File: src/inc/sacr_pkg.sv
// constants and types for the per-port clock recovery front end
package sacr_pkg;
  // ****************************************************************
  // clock and widths
  // ****************************************************************
  localparam longint CLK_HZ = 250_000_000;
  localparam int TS_W = 5;
  localparam int NIB_W = 4;
  localparam int ERR_BIT = 4;
  localparam int FDEPTH = 4;
  localparam int PTR_W = 2;
  localparam int PW_W = 8;
  localparam int OFS_W = 16;
  localparam int ADDR_W = 8;
  localparam int NDIV_W = 10;
  localparam int ST_W = 4;

  // ****************************************************************
  // register map (byte addresses)
  // ****************************************************************
  localparam logic [ADDR_W-1:0] A_CTRL = 8'h00;
  localparam logic [ADDR_W-1:0] A_STATUS = 8'h04;
  localparam logic [ADDR_W-1:0] A_MASK = 8'h08;
  localparam logic [ADDR_W-1:0] A_AVG = 8'h0c;
  localparam logic [ADDR_W-1:0] A_CPU_OFS = 8'h10;
  localparam logic [ADDR_W-1:0] A_FILTER = 8'h14;
  localparam int CTRL_RATE_LSB = 0;
  localparam int CTRL_SRC_LSB = 2;
  localparam int CTRL_MODE_LSB = 4;
  localparam int FILTER_HOLD_BIT = 16;
  localparam logic [1:0] RESP_OKAY = 2'h0;
  localparam logic [1:0] RESP_SLVERR = 2'h2;

  // status / mask bit positions
  localparam int ST_OVF = 0;
  localparam int ST_UDR = 1;
  localparam int ST_ERR = 2;
  localparam int ST_SLIP = 3;

  // ****************************************************************
  // modes
  // ****************************************************************
  typedef enum logic [1:0] {SRC_LINE, SRC_TS, SRC_NET, SRC_ADAPT} sacr_src_t;
  typedef enum logic [1:0] {MODE_NORMAL, MODE_HOLD, MODE_FREE, MODE_CPU} sacr_mode_t;
  localparam logic [1:0] RATE_1544 = 2'h0;
  localparam logic [1:0] RATE_2048 = 2'h1;
  localparam logic [1:0] RATE_4096 = 2'h2;

  // reset values
  localparam logic [1:0] RATE_RST = RATE_2048;
  localparam logic [PW_W-1:0] AVG_RST = 8'h80;

  // dco increments: f * 2^32 / clk
  localparam logic [31:0] INC_1544 = 32'((64'd1544000 << 32) / 64'(CLK_HZ));
  localparam logic [31:0] INC_2048 = 32'((64'd2048000 << 32) / 64'(CLK_HZ));
  localparam logic [31:0] INC_4096 = 32'((64'd4096000 << 32) / 64'(CLK_HZ));
  // output edges per 8 kHz network reference edge
  localparam logic [NDIV_W-1:0] NDIV_1544 = 10'h0c1;
  localparam logic [NDIV_W-1:0] NDIV_2048 = 10'h100;
  localparam logic [NDIV_W-1:0] NDIV_4096 = 10'h200;

  // ****************************************************************
  // adaptive phaseword codes and loop limits
  // ****************************************************************
  localparam logic [PW_W-1:0] PW_SLIP_UNDER = 8'h00;
  localparam logic [PW_W-1:0] PW_SLIP_OVER = 8'hff;
  localparam logic [PW_W-1:0] PW_NO_ADJUST = 8'h7f;
  localparam logic signed [OFS_W-1:0] SLIP_STEP = 16'sh0040;
  localparam logic signed [OFS_W-1:0] OFS_LIM = 16'sh3e80;

  typedef struct packed {
    logic [FDEPTH-1:0][TS_W-1:0] fifo;
    logic [FDEPTH-1:0] fval;
    logic [PTR_W-1:0] wp;
    logic [PTR_W-1:0] rp;
    logic hold_auto;
    logic [1:0] line_s;
    logic line_d;
    logic [1:0] net_s;
    logic net_d;
    logic [NDIV_W-1:0] net_cnt;
    logic signed [OFS_W-1:0] integ;
    logic [31:0] acc;
    logic clk_out;
    logic [1:0] rate;
    sacr_src_t src;
    sacr_mode_t mode;
    logic [PW_W-1:0] avg;
    logic signed [OFS_W-1:0] cpu_ofs;
    logic [ST_W-1:0] sts;
    logic [ST_W-1:0] msk;
    logic irq;
    logic hold_out;
    logic aw_got;
    logic w_got;
    logic [ADDR_W-1:0] awaddr;
    logic [31:0] wdata;
    logic [3:0] wstrb;
    logic awready;
    logic wready;
    logic bvalid;
    logic [1:0] bresp;
    logic arready;
    logic rvalid;
    logic [31:0] rdata;
    logic [1:0] rresp;
  } sacr_state_t;
endpackage : sacr_pkg

File: src/design/sacr_top.sv
// per-port time-stamp fifo, adaptive phaseword path and digital pll
`timescale 1ns/10ps
`default_nettype none
module sacr_top import sacr_pkg::*; (
  input wire logic i_clk,
  input wire logic i_srst,
  input wire logic i_ts_valid,
  input wire logic [TS_W-1:0] i_ts_data,
  input wire logic i_local_ts_valid,
  input wire logic [NIB_W-1:0] i_local_ts,
  input wire logic i_phase_valid,
  input wire logic [PW_W-1:0] i_phase_word,
  input wire logic i_line_clk,
  input wire logic i_net_clk,
  input wire logic i_awvalid,
  output logic o_awready,
  input wire logic [ADDR_W-1:0] i_awaddr,
  input wire logic i_wvalid,
  output logic o_wready,
  input wire logic [31:0] i_wdata,
  input wire logic [3:0] i_wstrb,
  output logic o_bvalid,
  input wire logic i_bready,
  output logic [1:0] o_bresp,
  input wire logic i_arvalid,
  output logic o_arready,
  input wire logic [ADDR_W-1:0] i_araddr,
  output logic o_rvalid,
  input wire logic i_rready,
  output logic [31:0] o_rdata,
  output logic [1:0] o_rresp,
  output logic o_recovered_port_clock,
  output logic o_holdover,
  output logic o_irq
);
  // one instance per port: nothing here is shared between ports
  sacr_state_t r;
  sacr_state_t next_r;
  logic rd;
  logic line_edge;
  logic net_edge;
  logic dco_edge;
  logic [31:0] nom_inc;
  logic [NDIV_W-1:0] net_div;

  function automatic logic [31:0] merge(input logic [31:0] old, input logic [31:0] d,
                                        input logic [3:0] s);
    logic [31:0] m;
    m = old;
    for (int b = 0; b < 4; b++) begin
      if (s[b]) begin
        m[b*8 +: 8] = d[b*8 +: 8];
      end
    end
    return m;
  endfunction : merge

  function automatic logic signed [OFS_W-1:0] clamp(input logic signed [OFS_W:0] v);
    if (v > 17'(OFS_LIM)) begin
      return OFS_LIM;
    end else if (v < -17'(OFS_LIM)) begin
      return -OFS_LIM;
    end
    return v[OFS_W-1:0];
  endfunction : clamp

  // ****************************************************************
  // rate and detector taps
  // ****************************************************************
  always_comb begin
    unique case (r.rate)
      RATE_1544: begin
        nom_inc = INC_1544;
        net_div = NDIV_1544;
      end
      RATE_4096: begin
        nom_inc = INC_4096;
        net_div = NDIV_4096;
      end
      default: begin
        nom_inc = INC_2048;
        net_div = NDIV_2048;
      end
    endcase
  end

  // second stage only; first sync stage feeds nothing else
  assign line_edge = r.line_s[1] & ~r.line_d;
  assign net_edge = r.net_s[1] & ~r.net_d;
  assign dco_edge = r.acc[31] & ~r.clk_out;
  // pll asks for a stamp each time the local reference stamp appears while SRC_TS is selected
  assign rd = i_local_ts_valid && (r.src == SRC_TS);

  // ****************************************************************
  // next state
  // ****************************************************************
  always_comb begin
    logic signed [OFS_W-1:0] step;
    logic signed [OFS_W-1:0] ofs;
    logic [ST_W-1:0] set;
    logic [ST_W-1:0] clr;
    logic signed [NIB_W-1:0] dts;
    logic signed [PW_W:0] dpw;
    logic [31:0] wv;
    step = '0;
    ofs = '0;
    set = '0;
    clr = '0;
    dts = '0;
    dpw = '0;
    wv = '0;
    next_r = r;
    next_r.line_s = {r.line_s[0], i_line_clk};
    next_r.line_d = r.line_s[1];
    next_r.net_s = {r.net_s[0], i_net_clk};
    next_r.net_d = r.net_s[1];

    // fifo pop: always advances, even when empty
    if (rd) begin
      next_r.fval[r.rp] = 1'b0;
      next_r.rp = r.rp + 1'b1;
      if (!r.fval[r.rp]) begin
        set[ST_UDR] = 1'b1;
        next_r.hold_auto = 1'b1;
      end else if (r.fifo[r.rp][ERR_BIT]) begin
        // drop this pair so one lost cell does not kick the loop
        set[ST_ERR] = 1'b1;
      end else begin
        next_r.hold_auto = 1'b0;
        dts = NIB_W'(r.fifo[r.rp][NIB_W-1:0] - i_local_ts);
        step = OFS_W'(dts);
      end
    end
    // fifo push; a full slot drops the new stamp rather than the unread one
    if (i_ts_valid) begin
      if (r.fval[r.wp]) begin
        set[ST_OVF] = 1'b1;
      end else begin
        next_r.fifo[r.wp] = i_ts_data;
        next_r.fval[r.wp] = 1'b1;
        next_r.wp = r.wp + 1'b1;
      end
    end
    if (r.src != SRC_TS) begin
      next_r.hold_auto = 1'b0;
    end

    // phase detector per source
    unique case (r.src)
      SRC_LINE: begin
        step = OFS_W'(16'(line_edge) - 16'(dco_edge));
      end
      SRC_NET: begin
        step = net_edge ? 16'sh0001 : 16'sh0000;
        if (dco_edge) begin
          next_r.net_cnt = r.net_cnt + 1'b1;
          if (r.net_cnt >= net_div - 1'b1) begin
            next_r.net_cnt = '0;
            step = step - 16'sh0001;
          end
        end
      end
      SRC_ADAPT: begin
        if (i_phase_valid) begin
          if (i_phase_word == PW_SLIP_UNDER) begin
            set[ST_SLIP] = 1'b1;
            step = -SLIP_STEP;
          end else if (i_phase_word == PW_SLIP_OVER) begin
            set[ST_SLIP] = 1'b1;
            step = SLIP_STEP;
          end else if (i_phase_word != PW_NO_ADJUST) begin
            dpw = $signed({1'b0, i_phase_word}) - $signed({1'b0, r.avg});
            step = OFS_W'(dpw);
          end
        end
      end
      SRC_TS: begin
      end
    endcase

    // loop filter: integrator frozen in holdover
    if (r.mode == MODE_NORMAL && !r.hold_auto) begin
      next_r.integ = clamp(17'(r.integ) + 17'(step));
    end
    // dco and divide to the selected rate
    unique case (r.mode)
      MODE_FREE: ofs = '0;
      MODE_CPU: ofs = r.cpu_ofs;
      MODE_NORMAL, MODE_HOLD: ofs = r.integ;
    endcase
    next_r.acc = r.acc + nom_inc + 32'(ofs);
    next_r.clk_out = r.acc[31];
    next_r.hold_out = (r.mode == MODE_HOLD) || next_r.hold_auto;

    // ****************************************************************
    // axi4-lite slave
    // ****************************************************************
    if (i_awvalid && r.awready) begin
      next_r.aw_got = 1'b1;
      next_r.awaddr = i_awaddr;
    end
    if (i_wvalid && r.wready) begin
      next_r.w_got = 1'b1;
      next_r.wdata = i_wdata;
      next_r.wstrb = i_wstrb;
    end
    if (r.bvalid && i_bready) begin
      next_r.bvalid = 1'b0;
    end
    if (r.aw_got && r.w_got && !r.bvalid) begin
      next_r.aw_got = 1'b0;
      next_r.w_got = 1'b0;
      next_r.bvalid = 1'b1;
      next_r.bresp = RESP_OKAY;
      unique case (r.awaddr)
        A_CTRL: begin
          wv = merge({26'h0, r.mode, r.src, r.rate}, r.wdata, r.wstrb);
          next_r.rate = wv[CTRL_RATE_LSB +: 2];
          next_r.src = sacr_src_t'(wv[CTRL_SRC_LSB +: 2]);
          next_r.mode = sacr_mode_t'(wv[CTRL_MODE_LSB +: 2]);
        end
        A_STATUS: begin
          if (r.wstrb[0]) begin
            clr = r.wdata[ST_W-1:0];
          end
        end
        A_MASK: begin
          wv = merge({28'h0, r.msk}, r.wdata, r.wstrb);
          next_r.msk = wv[ST_W-1:0];
        end
        A_AVG: begin
          wv = merge({24'h0, r.avg}, r.wdata, r.wstrb);
          next_r.avg = wv[PW_W-1:0];
        end
        A_CPU_OFS: begin
          wv = merge({16'h0, r.cpu_ofs}, r.wdata, r.wstrb);
          next_r.cpu_ofs = wv[OFS_W-1:0];
        end
        A_FILTER: begin
        end
        default: next_r.bresp = RESP_SLVERR;
      endcase
    end
    // a new event beats a clear in the same cycle
    next_r.sts = (r.sts & ~clr) | set;
    next_r.irq = |(next_r.sts & next_r.msk);

    if (r.rvalid && i_rready) begin
      next_r.rvalid = 1'b0;
    end
    if (i_arvalid && r.arready) begin
      next_r.rvalid = 1'b1;
      next_r.rresp = RESP_OKAY;
      next_r.rdata = '0;
      unique case (i_araddr)
        A_CTRL: next_r.rdata = {26'h0, r.mode, r.src, r.rate};
        A_STATUS: next_r.rdata = {28'h0, r.sts};
        A_MASK: next_r.rdata = {28'h0, r.msk};
        A_AVG: next_r.rdata = {24'h0, r.avg};
        A_CPU_OFS: next_r.rdata = {16'h0, r.cpu_ofs};
        A_FILTER: next_r.rdata = {15'h0, r.hold_out, r.integ};
        default: next_r.rresp = RESP_SLVERR;
      endcase
    end
    next_r.awready = !next_r.aw_got && !next_r.bvalid;
    next_r.wready = !next_r.w_got && !next_r.bvalid;
    next_r.arready = !next_r.rvalid;
  end

  always_ff @(posedge i_clk) begin
    if (i_srst) begin
      r <= '0;
      r.rate <= RATE_RST;
      r.avg <= AVG_RST;
      r.src <= SRC_LINE;
      r.mode <= MODE_NORMAL;
    end else begin
      r <= next_r;
    end
  end

  assign o_awready = r.awready;
  assign o_wready = r.wready;
  assign o_bvalid = r.bvalid;
  assign o_bresp = r.bresp;
  assign o_arready = r.arready;
  assign o_rvalid = r.rvalid;
  assign o_rdata = r.rdata;
  assign o_rresp = r.rresp;
  assign o_recovered_port_clock = r.clk_out;
  assign o_holdover = r.hold_out;
  assign o_irq = r.irq;
endmodule : sacr_top
`default_nettype wire

File: config.mk
export PLATFORM = sky130hd
export DESIGN_NAME = sacr_top
export DESIGN_NICKNAME = d
export VERILOG_FILES = /design/src/inc/sacr_pkg.sv /design/src/design/sacr_top.sv
export SDC_FILE = /design/constraint.sdc
export NUM_CORES = 1
export LEC_CHECK = 0
export BUFFER_PORTS_ARGS = -buffer_cell sky130_fd_sc_hd__buf_2
export CORE_ASPECT_RATIO = 0.9
export CORE_MARGIN = 8
export CORE_UTILIZATION = 45
export DETAILED_ROUTE_END_ITERATION = 8
export GPL_TIMING_DRIVEN = 0
export HOLD_SLACK_MARGIN = 0.08
export PLACE_DENSITY = 0.63
export SLEW_MARGIN = 20
export SYNTH_ARGS = -nofsm -noshare
export SYNTH_HDL_FRONTEND = slang
export SYNTH_SLANG_ARGS = --single-unit
File: constraint.sdc
create_clock -name i_clk -period 13.6 [get_ports i_clk]
set_input_delay 2.04 -clock i_clk [delete_from_list [all_inputs] [get_ports i_clk]]
set_output_delay 2.04 -clock i_clk [all_outputs]
set_load 0.05 [all_outputs]
==> run metrics <==
status finished clean; clk sinks 186; HPWL after detailed placement between 20 and 25 mm; DRC 0; maximum clock insertion buffer count 2; Detailed Route Iter0 Violations about 750; global-route usage over all layers 20.2%; highest clock frequency the design can meet 0.152 GHz; maximum fanout encountered on the critical timing path 8; die width 186 µm; FF-to-FF Start r[194]$_SDFFE_PP0P_; WHS 0.442 ns; portion of the clock cycle consumed by the worst path in the final layout 48.3%; area of the multi-input gates 0.00724 mm²; Reg-to-Reg End r[160]$_SDFFE_PP0P_; fraction of layout cells with a size suffix above 1 13.1%; Pre-antenna DRT Iters 5; Site Rows 56; port buffer count 87; cell type contributing the most total cell area after synthesis dfxtp_1; wire length of the first global-routing pass roughly 51 mm; final estimated routing congestion in global placement a little under 0.9; count of endpoints failing setup in the final report 0; number of global-route vias before repair 9557; worst setup slack after placement 6.63 ns; fill cell instance count of the final layout between 2k and 2.5k; number of flops mapped to enable cells by yosys 0; Avg Inst Size Synth 8.43 µm²; reg-to-reg slack, setup around 7.3 ns; RSZ-0062 raised after global routing no; parity-gate share of the synthesized area counting xor and xnor cells 3.31%; combinational family with the most area after synthesis simple AND/OR/NAND/NOR gates; end of the worst hold path next_r[186]$_SDFF_PP0_; height of the chip 169 µm; async set or reset register ratio after synthesis 0%; Antenna Violating Nets Remaining 0; depth of the worst register-to-register path 19; Finished Core Util 51.5%; clock transition at the registers of the reported paths 0.08 ns; post-synthesis register bit count 186; H-tree depth 4; WL per Instance 16.7 µm; combined area of all synthesized cells 0.0117 mm²; die area approximately 0.031 mm²; most common library cell in the layout ignoring fill and taps dfxtp_1; later-pin clock latency in the skew report between 0.4 and 0.5 ns; most instantiated flip-flop cell in the synthesis netlist dfxtp_1; routed via count approximately 10k; gate count of the mapped netlist ~1.4k; register area share after synthesis 31.8%; Reg area 0.00372 mm²; element type at the critical path end register; post-CTS sizing 0; post-layout min period between 6 and 7 ns; leading post-synthesis cells by cell area dfxtp_1 (32%), ha_1 (9.0%), mux2i_1 (6.2%); P&R area growth vs syn 13.6%; portion of netlist area occupied by mux cells 8.26%; Max-cap violations 0; Synth Warn # 0; gr ovfl total 0; P_leak approximately 6.0 nW; post-cts hold buffer count 0; DP Area 0.0126 mm²; Worst Setup Slack, final roughly 7 ns; power per cell area 187 mW/mm²; worst path required time ~14 ns; largest net degree at the start of global routing 25; Root Buffer Master clkbuf_16; average vias per placed instance 5.38; worst setup path class in -> reg; adder-cell share of the synthesized area 12.7%; compound-cell area share of the yosys netlist approximately 18%; net total in the final layout 1699; startpoint types input port; launch point of the worst hold path next_r[188]$_SDFF_PP0_; total routed wirelength 31.4 mm; initial antenna violation count 0; VDD IR max 0.0000941 V; post-route cell area roughly 0.013 mm²; Clock Skew ~0.02 ns; total clock buffers created by CTS 17; standard cell core area 0.0259 mm²; actual transition at the worst max-transition pin 0.987 ns; antenna diode count 0; Final Hold Vio Count 0; Pins Over Slew Limit 0; library cells used by synthesis a little under 80; data arrival time of the critical path 6.88 ns; Total Negative Setup Slacks 0 ns; leading cell types in the layout, fill and taps excluded dfxtp_1 (186), nor2_1 (181), nand2_1 (126), a21oi_1 (91), buf_2 (88); number of top-level pins roughly 130; total setup buffers inserted after CTS 0; type of the worst min-delay path reg -> reg; share of synthesized cell area in and, or, nand and nor gates 19.3%; CTS tree yes; post-synth top area share a little under a third; worst hold path cell count 1; initial standard-cell utilization of the core about 45%; worst slew margin relative to its limit between 30% and 40%
-- area by class of cell --
class	count	share of cell area [%]
Clock buffer	17	3.20
Multi-Input combinational cell	1043	54.4
Buffer	97	3.83
Clock inverter	15	1.75
Inverter	80	2.26
Sequential cell	186	28.0
Timing Repair Buffer	87	3.27
Tap cell	348	3.27
-- through the flow --
step / total power [W] / cells
after global routing: 0.00269 / 1873
final: 0.00248 / 1873
after detailed placement: 0.00194 / 1841
after CTS: 0.00249 / 1873
after global placement: 0.00191 / 1841
after floorplan: 0.00167 / 1406
-- cells in the mapped netlist, types with 7 or more instances --
cell	instances
nor2_1	181
nor3_1	41
inv_1	80
a21o_1	22
a21oi_1	91
buf_4	36
dfxtp_1	186
nand2_1	126
o21ai_0	47
nor2b_1	37
xnor2_1	19
nand2b_1	18
xor2_1	19
a22oi_1	12
nand4_1	11
fa_1	22
a211oi_1	9
mux2_2	7
buf_1	8
ha_1	84
a31oi_1	16
nand3_1	23
and2_1	14
o21a_1	19
mux4_2	7
clkbuf_1	51
mux2i_1	73
-- worst max-delay path, stage by stage --
cell and delay, ns:
buf_2 0.10, inv_1 0.09, ha_1 0.24, a21o_1 0.15, a21oi_1 0.18, xnor3_1 0.38
nand2b_1 0.21, and2_1 0.17, clkbuf_1 0.15, o22ai_1 0.69, ha_1 0.43, a211oi_1 0.40
a32oi_1 0.29, mux2i_1 0.21, nand3_1 0.18, a2111oi_0 0.40, nand4bb_1 0.23, nand2_2 0.24
o41ai_1 0.10
-- worst max path at each step --
stage	start	to	cells past startpoint
2_1_floorplan	i_local_ts[1]	r[162]$_SDFFE_PP0P_	19
3_3_place_gp	i_local_ts[1]	r[160]$_SDFFE_PP0P_	19
3_5_place_dp	i_local_ts[1]	r[160]$_SDFFE_PP0P_	19
4_1_cts	i_local_ts[1]	r[160]$_SDFFE_PP0P_	19
5_1_grt	i_phase_word[0]	r[160]$_SDFFE_PP0P_	21
6_report	i_local_ts[1]	r[160]$_SDFFE_PP0P_	19
-- cell families (layout without fill, tap and decap cells) --
| kind of cell | after synthesis | in the layout |
|---|---|---|
| buf+inv | 177 | 296 |
| flops | 186 | 186 |
| simple gates | 489 | 489 |
| compound gates | 302 | 302 |
| fa+ha+maj | 106 | 106 |
| other cells | 2 | 18 |
| mux | 87 | 87 |
| xor+xnor | 41 | 41 |
-- registers in the layout, indices dropped and copies added, names as in the netlist --
register and flops:
next_r 5, o_arready 1, o_awready 1, o_bresp 1, o_bvalid 1, o_holdover 1, o_irq 1, o_rdata 17
o_recovered_port_clock 1, o_rresp 1, o_rvalid 1, o_wready 1, r 154
-- routing by layer --
layer	vias to the layer above	track usage, %	wire length, µm
met5	-	0	0
met4	0	5.48	601
met3	41	2.87	1530
met2	215	31.9	13900
met1	4777	28.3	15300
li1	5042	-	-
-- where the power goes --
part / internal, W / switching (W) / leakage, nW
sequential: 0.000618 / 0.0000505 / 1.51
combinational: 0.000517 / 0.000755 / 4.15
clock: 0.000263 / 0.000281 / 0.315
total: 0.00140 / 0.00109 / 5.98
No activity file was read; power rests on OpenSTA's default activity.
